==> src/inc/rec_consts.vh <==
// register offsets, field positions and reset values for regulator enable control
`ifndef REC_CONSTS_VH
`define REC_CONSTS_VH

// register offsets (printed offsets kept as addresses)
`define REC_ADDR_W 12
`define REC_OFS_PUMP 12'h200
`define REC_OFS_CORE_A 12'h210
`define REC_OFS_CORE_B 12'h212
`define REC_OFS_MIC_REG 12'h213
`define REC_OFS_BIAS1 12'h218
`define REC_OFS_ISOLATE 12'h2cb
`define REC_OFS_PAD 12'hc20

// common bit positions
`define REC_BIT_ENA 0
`define REC_BIT_BYPASS 1
`define REC_BIT_DISCH 2
`define REC_BIT_RATE 3
`define REC_BIT_EXT_CAP 15
`define REC_BIT_PD 15
`define REC_BIT_PU 14
`define REC_BIT_HI_PWR 0
`define REC_BIT_ISOLATE 0
`define REC_VSEL_HI 10
`define REC_VSEL_LO 5
`define REC_LVL_HI 8
`define REC_LVL_LO 5

// reset values
`define REC_RST_PUMP 16'h0006
`define REC_RST_CORE_A 16'h00c4
`define REC_RST_CORE_B 16'h0001
`define REC_RST_MIC_REG 16'h0344
`define REC_RST_BIAS1 16'h01a6
`define REC_RST_ISOLATE 16'h0000
`define REC_RST_PAD 16'h8000
`define REC_RST_MIC_VSEL 6'h1a
`define REC_RDATA_IDLE 16'h0000

// writable bit masks; other bits read as zero
`define REC_MSK_PUMP 16'h0007
`define REC_MSK_CORE_A 16'h07e7
`define REC_MSK_CORE_B 16'h0001
`define REC_MSK_MIC_REG 16'h07e4
`define REC_MSK_BIAS1 16'h81ef
`define REC_MSK_ISOLATE 16'h0001
`define REC_MSK_PAD 16'hc000

// voltage codes
`define REC_CORE_VSEL_MAX 6'h06
`define REC_CORE_VSEL_1V8 6'h12
`define REC_MIC_VSEL_MAX 6'h1f
`define REC_BIAS_LVL_MAX 4'hd

`endif

==> src/logic/rec_regulator_enable_control.v <==
// regulator enable control: register file, enable logic and pin keeper
//
// Chosen here: strobed register access.
`timescale 1ns/1ps
`default_nettype none
`include "rec_consts.vh"

// Operation
// - pin or software bit enables core regulator
// - core off only when both sources low
// - core bypass honoured only while enabled
// - disabled core output discharged when bit set
// - high power forces 1.8V, ignores select
// - core select 0.9V base, 50mV steps, reserved
// - mic supply select 1.7V base, 1Fh 3.3V
// - pump enable drives pump and mic regulator
// - pump bypass needs pump enable also set
// - disabled pump output discharged when bit set
// - disabled mic regulator discharged when bit set
// - bias1 capacitor setting in regulator mode
// - bias1 level 1.5V base, Dh-Fh 2.8V
// - bias1 ramp rate applies in bypass mode
// - core regulator off means sleep entry
// - pin pulldown at reset, keeper when both
// - isolate bit clears after wake-up
module rec_regulator_enable_control (
  // clock and reset
  input wire sys_clk,
  input wire rst_n,
  // register port
  input wire [11:0] reg_addr,
  input wire [15:0] reg_wdata,
  input wire reg_write,
  input wire reg_read,
  output reg [15:0] reg_rdata,
  // enable pin, sampled; pin_driven low when host tristates it
  input wire core_reg_enable_pin,
  input wire core_reg_enable_pin_driven,
  // wake-up event from the sleep controller, same clock
  input wire wake_done,
  // core regulator controls
  output reg core_reg_on,
  output reg core_reg_bypass,
  output reg core_reg_discharge,
  output reg [5:0] core_reg_voltage_code,
  // pump and mic supply controls
  output reg mic_pump_on,
  output reg mic_pump_bypass,
  output reg mic_pump_discharge,
  output reg mic_supply_discharge,
  output reg [5:0] mic_supply_voltage_code,
  // bias channel 1 controls
  output reg bias1_ext_capacitor,
  output reg [3:0] bias1_level,
  output reg bias1_ramp_rate,
  // sleep and pad controls
  output reg sleep_request,
  output reg core_domain_isolate,
  output reg enable_pin_pulldown,
  output reg enable_pin_pullup
);

  wire [15:0] pump_r;
  wire [15:0] core_a_r;
  wire [15:0] core_b_r;
  wire [15:0] mic_reg_r;
  wire [15:0] bias1_r;
  reg [15:0] iso_r;
  reg [15:0] next_iso;
  wire [15:0] pad_r;
  reg pin_meta;
  reg pin_sync;
  reg drv_meta;
  reg drv_sync;
  reg pin_kept;
  reg next_pin_kept;
  reg core_on_q;
  reg [15:0] next_rdata;
  reg pin_level;
  reg core_enable;
  wire [5:0] core_vsel;
  wire [3:0] lvl_raw;

  assign core_vsel = core_a_r[`REC_VSEL_HI:`REC_VSEL_LO];
  assign lvl_raw = bias1_r[`REC_LVL_HI:`REC_LVL_LO];

  // two-stage synchronisers for the pin and its drive state
  always @(posedge sys_clk or negedge rst_n)
  begin
    if (!rst_n)
    begin
      pin_meta <= 1'b0;
      pin_sync <= 1'b0;
      drv_meta <= 1'b0;
      drv_sync <= 1'b0;
    end
    else
    begin
      pin_meta <= core_reg_enable_pin;
      pin_sync <= pin_meta;
      drv_meta <= core_reg_enable_pin_driven;
      drv_sync <= drv_meta;
    end
  end

  // effective pin level: keeper, pull-up or pull-down when undriven
  always @*
  begin
    if (drv_sync)
      pin_level = pin_sync;
    else if (pad_r[`REC_BIT_PD] && pad_r[`REC_BIT_PU])
      pin_level = pin_kept;
    else if (pad_r[`REC_BIT_PU])
      pin_level = 1'b1;
    else
      pin_level = 1'b0;
  end

  // core enable is the OR of pin and software bit
  always @*
  begin
    core_enable = pin_level | core_a_r[`REC_BIT_ENA];
  end

  // software-writable control registers
  rec_ctrl_reg #(
    .ADDR(`REC_OFS_PUMP),
    .RST(`REC_RST_PUMP),
    .MSK(`REC_MSK_PUMP)
  ) pump_reg_i (
    .sys_clk(sys_clk),
    .rst_n(rst_n),
    .reg_addr(reg_addr),
    .reg_wdata(reg_wdata),
    .reg_write(reg_write),
    .value(pump_r)
  );

  rec_ctrl_reg #(
    .ADDR(`REC_OFS_CORE_A),
    .RST(`REC_RST_CORE_A),
    .MSK(`REC_MSK_CORE_A)
  ) core_a_reg_i (
    .sys_clk(sys_clk),
    .rst_n(rst_n),
    .reg_addr(reg_addr),
    .reg_wdata(reg_wdata),
    .reg_write(reg_write),
    .value(core_a_r)
  );

  rec_ctrl_reg #(
    .ADDR(`REC_OFS_CORE_B),
    .RST(`REC_RST_CORE_B),
    .MSK(`REC_MSK_CORE_B)
  ) core_b_reg_i (
    .sys_clk(sys_clk),
    .rst_n(rst_n),
    .reg_addr(reg_addr),
    .reg_wdata(reg_wdata),
    .reg_write(reg_write),
    .value(core_b_r)
  );

  rec_ctrl_reg #(
    .ADDR(`REC_OFS_MIC_REG),
    .RST(`REC_RST_MIC_REG),
    .MSK(`REC_MSK_MIC_REG)
  ) mic_reg_i (
    .sys_clk(sys_clk),
    .rst_n(rst_n),
    .reg_addr(reg_addr),
    .reg_wdata(reg_wdata),
    .reg_write(reg_write),
    .value(mic_reg_r)
  );

  rec_ctrl_reg #(
    .ADDR(`REC_OFS_BIAS1),
    .RST(`REC_RST_BIAS1),
    .MSK(`REC_MSK_BIAS1)
  ) bias1_reg_i (
    .sys_clk(sys_clk),
    .rst_n(rst_n),
    .reg_addr(reg_addr),
    .reg_wdata(reg_wdata),
    .reg_write(reg_write),
    .value(bias1_r)
  );

  rec_ctrl_reg #(
    .ADDR(`REC_OFS_PAD),
    .RST(`REC_RST_PAD),
    .MSK(`REC_MSK_PAD)
  ) pad_reg_i (
    .sys_clk(sys_clk),
    .rst_n(rst_n),
    .reg_addr(reg_addr),
    .reg_wdata(reg_wdata),
    .reg_write(reg_write),
    .value(pad_r)
  );

  // isolate bit; wake-up clear wins over a same-cycle write
  always @*
  begin
    next_iso = iso_r;
    if (reg_write && (reg_addr == `REC_OFS_ISOLATE))
      next_iso = reg_wdata & `REC_MSK_ISOLATE;
    if (wake_done)
      next_iso[`REC_BIT_ISOLATE] = 1'b0;
  end

  // isolate register storage
  always @(posedge sys_clk or negedge rst_n)
  begin
    if (!rst_n)
      iso_r <= `REC_RST_ISOLATE;
    else
      iso_r <= next_iso;
  end

  // read mux; unmapped addresses read zero
  always @*
  begin
    case (reg_addr)
      `REC_OFS_PUMP: next_rdata = pump_r;
      `REC_OFS_CORE_A: next_rdata = core_a_r;
      `REC_OFS_CORE_B: next_rdata = core_b_r;
      `REC_OFS_MIC_REG: next_rdata = mic_reg_r;
      `REC_OFS_BIAS1: next_rdata = bias1_r;
      `REC_OFS_ISOLATE: next_rdata = iso_r;
      `REC_OFS_PAD: next_rdata = pad_r;
      default: next_rdata = `REC_RDATA_IDLE;
    endcase
  end

  // read data stands one cycle after the strobe only
  always @(posedge sys_clk or negedge rst_n)
  begin
    if (!rst_n)
      reg_rdata <= `REC_RDATA_IDLE;
    else if (reg_read)
      reg_rdata <= next_rdata;
    else
      reg_rdata <= `REC_RDATA_IDLE;
  end

  // keeper remembers last driven level
  always @*
  begin
    if (drv_sync)
      next_pin_kept = pin_sync;
    else
      next_pin_kept = pin_kept;
  end

  // keeper storage; idles low like the reset pull-down
  always @(posedge sys_clk or negedge rst_n)
  begin
    if (!rst_n)
      pin_kept <= 1'b0;
    else
      pin_kept <= next_pin_kept;
  end

  // registered analogue controls
  always @(posedge sys_clk or negedge rst_n)
  begin
    if (!rst_n)
    begin
      core_reg_on <= 1'b0;
      core_on_q <= 1'b0;
      core_reg_bypass <= 1'b0;
      core_reg_discharge <= 1'b1;
      core_reg_voltage_code <= `REC_CORE_VSEL_1V8;
      mic_pump_on <= 1'b0;
      mic_pump_bypass <= 1'b0;
      mic_pump_discharge <= 1'b1;
      mic_supply_discharge <= 1'b1;
      mic_supply_voltage_code <= `REC_RST_MIC_VSEL;
      bias1_ext_capacitor <= 1'b0;
      bias1_level <= `REC_BIAS_LVL_MAX;
      bias1_ramp_rate <= 1'b0;
      sleep_request <= 1'b0;
      core_domain_isolate <= 1'b0;
      enable_pin_pulldown <= 1'b1;
      enable_pin_pullup <= 1'b0;
    end
    else
    begin
      core_reg_on <= core_enable;
      core_on_q <= core_enable;
      core_reg_bypass <= core_enable & core_a_r[`REC_BIT_BYPASS];
      core_reg_discharge <= ~core_enable & core_a_r[`REC_BIT_DISCH];
      // high power forces 1.8V code; reserved codes clamp to top
      if (core_b_r[`REC_BIT_HI_PWR])
        core_reg_voltage_code <= `REC_CORE_VSEL_1V8;
      else if (core_vsel > `REC_CORE_VSEL_MAX)
        core_reg_voltage_code <= `REC_CORE_VSEL_MAX;
      else
        core_reg_voltage_code <= core_vsel;
      mic_pump_on <= pump_r[`REC_BIT_ENA];
      mic_pump_bypass <= pump_r[`REC_BIT_ENA] & pump_r[`REC_BIT_BYPASS];
      mic_pump_discharge <= ~pump_r[`REC_BIT_ENA] & pump_r[`REC_BIT_DISCH];
      mic_supply_discharge <= ~pump_r[`REC_BIT_ENA] & mic_reg_r[`REC_BIT_DISCH];
      if (mic_reg_r[`REC_VSEL_HI:`REC_VSEL_LO] > `REC_MIC_VSEL_MAX)
        mic_supply_voltage_code <= `REC_MIC_VSEL_MAX;
      else
        mic_supply_voltage_code <= mic_reg_r[`REC_VSEL_HI:`REC_VSEL_LO];
      bias1_ext_capacitor <= bias1_r[`REC_BIT_EXT_CAP];
      bias1_level <= (lvl_raw > `REC_BIAS_LVL_MAX) ? `REC_BIAS_LVL_MAX : lvl_raw;
      bias1_ramp_rate <= bias1_r[`REC_BIT_RATE];
      // sleep entry on falling core enable
      if (core_on_q & ~core_enable)
        sleep_request <= 1'b1;
      else if (core_enable)
        sleep_request <= 1'b0;
      core_domain_isolate <= iso_r[`REC_BIT_ISOLATE];
      enable_pin_pulldown <= pad_r[`REC_BIT_PD];
      enable_pin_pullup <= pad_r[`REC_BIT_PU];
    end
  end

endmodule // rec_regulator_enable_control

// one control register: reset value, writable mask, address decode
module rec_ctrl_reg #(
  parameter [11:0] ADDR = 12'h000,
  parameter [15:0] RST = 16'h0000,
  parameter [15:0] MSK = 16'hffff
) (
  // clock and reset
  input wire sys_clk,
  input wire rst_n,
  // register port
  input wire [11:0] reg_addr,
  input wire [15:0] reg_wdata,
  input wire reg_write,
  // stored value
  output reg [15:0] value
);

  reg [15:0] next_value;

  // write decode; reserved bits are stored as zero
  always @*
  begin
    if (reg_write && (reg_addr == ADDR))
      next_value = reg_wdata & MSK;
    else
      next_value = value;
  end

  // storage with the field defaults on reset
  always @(posedge sys_clk or negedge rst_n)
  begin
    if (!rst_n)
      value <= RST;
    else
      value <= next_value;
  end

endmodule // rec_ctrl_reg
`default_nettype wire

==> config.mk <==
export PLATFORM = sky130hd
export DESIGN_NAME = rec_regulator_enable_control
export DESIGN_NICKNAME = d
export VERILOG_FILES = /design/src/logic/rec_regulator_enable_control.v
export VERILOG_INCLUDE_DIRS = /design/src /design/src/inc
export SDC_FILE = /design/constraint.sdc
export NUM_CORES = 1
export LEC_CHECK = 0
export BUFFER_PORTS_ARGS = -buffer_cell sky130_fd_sc_hd__buf_4
export CORE_MARGIN = 3
export CORE_UTILIZATION = 52
export CTS_CLUSTER_DIAMETER = 200
export DETAILED_ROUTE_END_ITERATION = 7
export MAX_ROUTING_LAYER = met4
export PLACE_DENSITY = 0.78
export SLEW_MARGIN = 5
export SYNTH_ARGS = -nofsm -noshare
export SYNTH_HDL_FRONTEND = slang
export SYNTH_SLANG_ARGS = --single-unit
==> constraint.sdc <==
create_clock -name sys_clk -period 1.6 [get_ports sys_clk]
set_input_delay 0.08 -clock sys_clk [delete_from_list [all_inputs] [get_ports sys_clk]]
set_output_delay 0.08 -clock sys_clk [all_outputs]
set_load 0.05 [all_outputs]
Word level (Yosys, flattened, before mapping)
Index checks and enable logic that the tools add are counted.

$lt $le $gt $ge: 3. Eq/ne operators: 7. Mux-type cells: 13. Bitwise gates (word level): 9. Reductions and logical operators: 10.

Operator list (number): $pmux W16 S7 (1); $eq A12 B10 Y1 const B (6); $mux W6 (3); $mux W16 (1); $eq A12 B12 Y1 const B (1); $logic_and A1 B1 Y1 (8); $mux W1 (7); $and A1 B1 Y1 (6); $gt A6 B3 Y1 const B (1); $gt A6 B5 Y1 const B (1); $gt A4 B4 Y1 const B (1); $mux W4 (1); $reduce_bool A2 Y1 (2); $not A1 Y1 (2); $or A1 B1 Y1 (1).

Register bits after elaboration: 82. Input port bits: 35. Output and inout bits: 45. Logic and storage cells: 71.

Depth between registers and ports, before layout
Depth in word-level cells: 7. Mapped depth: 6.

By module
From an unflattened synthesis, not the netlist that was laid out.

Cells, all modules: 415. Area total of the unflattened synthesis: 4723.3 µm².

By module, submodules not included: rec_regulator_enable_control (instances 1, cells an instance 252, area an instance 2731.4 µm²); rec_ctrl_reg at core_a_reg_i (instances 1, cells an instance 31, area an instance 466.7 µm²); rec_ctrl_reg at bias1_reg_i (instances 1, cells an instance 31, area an instance 457.9 µm²); rec_ctrl_reg at mic_reg_i (instances 1, cells an instance 29, area an instance 379.1 µm²); rec_ctrl_reg at pump_reg_i (instances 1, cells an instance 25, area an instance 257.7 µm²); rec_ctrl_reg at pad_reg_i (instances 1, cells an instance 24, area an instance 231.5 µm²); rec_ctrl_reg at core_b_reg_i (instances 1, cells an instance 23, area an instance 198.9 µm²).

Worst setup path after synthesis
Ideal clock, no wire load.

Kind: input port to flip-flop. From: in reg_addr[5]. To: reg bias1_reg_i.value[0]. Setup time: 0.125 ns. Arrival time: 1.712 ns. Data required time: 1.475 ns. Path slack: -0.237 ns. Stages: 6. Cells stage by stage: or4b_1 > buf_6 > nor3_4 > and3_1 > buf_6 > mux2_2.

Word-level cells in the longest chain between the ends: 2.

Ends and longest elaborated chain: start: declaration (RTL line rec_regulator_enable_control.v:31) `input wire [11:0] reg_addr,`; $eq A12 B10 Y1 (RTL line rec_regulator_enable_control.v:349) `if (reg_write && (reg_addr == ADDR))`; $logic_and A1 B1 Y1 (RTL line rec_regulator_enable_control.v:349); end signal: assignment (RTL line rec_regulator_enable_control.v:361) `value <= next_value;`; end: declaration (RTL line rec_regulator_enable_control.v:341) `output reg [15:0] value`.

No other way between the ends. A chain may end at the register's enable or synchronous reset.

Final worst setup path
From: in reg_addr[5]. To: reg reg_rdata[0].

Word-level cells in the longest chain between the ends: 3. Elaborated cells between the ends (all ways): 9.

Ends and longest elaborated chain: $eq A12 B12 Y1 or $eq A12 B10 Y1 (tied branches) (RTL line rec_regulator_enable_control.v:226) `case (reg_addr)`; $pmux W16 S7 * (RTL line rec_regulator_enable_control.v:226); $mux W16 * (RTL line rec_regulator_enable_control.v:243) `else if (reg_read)`; end signal: assignment (RTL line rec_regulator_enable_control.v:242) `` reg_rdata <= `REC_RDATA_IDLE; ``; end signal: assignment (RTL line rec_regulator_enable_control.v:244) `reg_rdata <= next_rdata;`; end signal: assignment (RTL line rec_regulator_enable_control.v:246) `` reg_rdata <= `REC_RDATA_IDLE; ``; end: declaration (RTL line rec_regulator_enable_control.v:35) `output reg [15:0] reg_rdata,`.

Mark *: on every way between the ends. The rest lies on a longest branch, timed or not.

==> results.toml <==
[status]
status = "finished clean"

[worst_setup_path]
critPathRequiredTime_ps = 1830
setup.worst_path.class = "input pin to flop"
crit_path_end = "reg_rdata[0]"
critPathMaxFanout = 8
crit_chain = "buf_4, or4b_4, nor3_4, buf_4, nand4b_4, buf_4, a22oi_1"
cp-start-kind = "input pin"
cp-startpoint = "reg_addr[5]"
cp_slowest_stage_delay_ps = 560
r2r_setup_slack_ps = 160
reg2reg_from = "mic_reg_i.value[2]"
critPathSlowestCell = "or4b_4"
endpoint_kind = "flop"
worst-r2r-cell-count = 4
cp.arrival_ps = 1770
worstReg2RegEnd = "reg_rdata[2]"
crit_top_cell = "buf_4"

[die]
fp.dieW_um = 84.0
core_area_um2 = 5710
dieArea_um2 = 7050
io_pins = 80
die_y_um = 84.0
initial_utilization_pct = 55.4
rows = 27

[detailed_routing]
wl_met3_um = 441
route.met2.wl_um = 3730
wl_met1_um = 3080
first_iter_violations = 220
drtPass1Iterations = 5
top_layer = "met4"
route.detailed.drc = 0
vias = 2239
ant_nets = 0
routed_wl_um = 7380
vias_per_cell = 5.43
wire_per_inst_um = 17.9

[layout]
layout.cells.non_filler = 412
mostFrequentLayoutCells = "buf_4, dfrtp_1, dfstp_2"
fin_util_pct = 76.4
layout_commonest_cell = "buf_4"
drive_gt1_share_pct = 56.5
seqCellArea_um2 = 1990
n_fill_cell = 363
multi_input_area_um2 = 1160
area_growth_pct = 38.0
fin_nets = 370
antenna_cells = 0

[placement]
dp.cells = 381
hpwl_um = 5090
portBuffers = 71
routabilityCongestion = 0.848

[sta]
tns_ps = 0
fin_crit_sh_pct = 96.2
finalMaxSlewViolations = 0
timing.final.crit_period_ps = 1540
finalHoldWorstSlack_ps = 31.3
finalHoldViolCount = 0
timing.fmax_mhz = 650
skew_ps = 13.7
finalSetupViolations = 0
rsz0062_at_grt = "no"

[synth]
synth_area_leaders = "dfrtp_1, dfstp_2, mux2_2"
yosysTopAreaCellShare_pct = 39.6
yosysTopAreaCell = "dfrtp_1"
synth_ff_type = "dfrtp_1"
synth_cell_types = 49
async_flop_share_pct = 100
synth_enable_flop_cells = 0
syn_inst = 221
ys_ff_latch = 78
syn_area_per_cell_um2 = 14.3
yosysWarnings = 0
synth.cell_area_um2 = 3160
yosysSeqAreaShare_pct = 62.8

[cts]
cts_max_level = 3
cts_buffer_depth = 2
clock_latency_ps = 340
cts_tree = "yes"
numCtsBuffers = 9
clk_pin_slew_ps = 60
root_buffer = "clkbuf_8"
clock-sinks = 78

[global_route]
groute.usage.overall_pct = 22.5
grt_pass1_wl_um = 11900
antenna_found_initial = 0
grt_max_degree = 37
overflow = 0
grt_pass1_vias = 2335

[run]
drv_cap = 0

[pwr]
leakagePower_nw = 2.07
fin_total_pwr_mw = 3.80
p_per_area_nw_per_um2 = 871
peakVddDrop_mv = 0.897

[worst_hold_path]
hold_class = "input pin to flop"
==> layer usage <==
layer  vias to the layer above  global-route usage [%]
met2                        96                    34.4
met5                         -                       -
met1                      1112                    29.2
met4                         0                    9.94
met3                         9                    4.74
li1                       1022                       -
==> worst max-delay path: cells and delay by family <==
| family | cells | cell delay (ps) |
|---|---|---|
| buf+inv | 3 | 510 |
| compound gates | 1 | 240 |
| simple gates | 3 | 930 |
==> cell type report <==
type | count | area share, %
Sequential cell | 78 | 45.5
Clock inverter | 3 | 1.00
Tap cell | 72 | 2.06
Timing Repair Buffer | 112 | 21.0
Inverter | 2 | 0.172
Multi-Input combinational cell | 132 | 26.6
Clock buffer | 13 | 3.64
==> where the power goes <==
part / internal (mW) / leakage (nW) / switching, mW / total (mW)
Clock: 0.808 / 0.104 / 0.661 / 1.47
Sequential: 2.00 / 0.966 / 0.0110 / 2.01
Combinational: 0.134 / 1.00 / 0.186 / 0.320
Total: 2.94 / 2.07 / 0.858 / 3.80
==> worst min-delay path by stage <==
stage                 from  cells past startpoint                  end
6_report       reg_addr[8]                      2         reg_rdata[1]
5_1_grt        reg_addr[8]                      2         reg_rdata[1]
4_1_cts        reg_addr[8]                      2         reg_rdata[2]
3_5_place_dp         rst_n                      1       bias1_level[1]
3_3_place_gp         rst_n                      1       bias1_level[1]
2_1_floorplan        rst_n                      0  bias1_ext_capacitor
==> Yosys cell counts, drive strengths merged, types with 2 or more instances <==
| library cell | count |
|---|---|
| a22oi | 3 |
| nand2 | 6 |
| or2 | 5 |
| a21oi | 6 |
| and2 | 2 |
| nor4b | 2 |
| inv | 2 |
| or3 | 2 |
| nor3 | 4 |
| nand3b | 2 |
| nand4b | 4 |
| mux2i | 3 |
| a2111oi | 2 |
| dfstp | 28 |
| nor2 | 9 |
| a222oi | 4 |
| a211oi | 3 |
| nand2b | 3 |
| nor2b | 2 |
| buf | 12 |
| nor4 | 5 |
| and3 | 7 |
| mux2 | 33 |
| nand3 | 4 |
| clkbuf | 3 |
| dfrtp | 50 |
==> cells by family after synthesis <==
| family | after synthesis | synth area share, % |
|---|---|---|
| buffers and inverters | 17 | 3.96 |
| multiplexers | 36 | 12.7 |
| AND/OR/NAND/NOR | 62 | 13.5 |
| AO/OA/AOI/OAI | 27 | 6.88 |
| other | 1 | 0.119 |
| flip-flops | 78 | 62.8 |
==> state kept, by name, indices dropped and copies added (netlist names), 2 cells and up <==
signal	count
mic_supply_voltage_code	6
core_reg_voltage_code	6
mic_reg_i.value	7
reg_rdata	12
pad_reg_i.value	2
core_a_reg_i.value	9
bias1_reg_i.value	9
pump_reg_i.value	3
bias1_level	4
==> metrics by stage <==
step | worst slack (ps) | instance area [µm²]
floorplan | -225 | 3260
global placement | -236 | 3990
detailed placement | -276 | 3990
CTS | 79.7 | 4340
global route | 2.90 | 4360
finish | 61.2 | 4360
==> timing repair <==
item	4_1_cts	5_1_grt
buffers inserted	0	0
gates resized for setup	0	2
endpoints found under the hold margin	67	0
endpoints found under the setup margin	0	1
hold buffers	15	0
(Power assumes the default switching activity.)
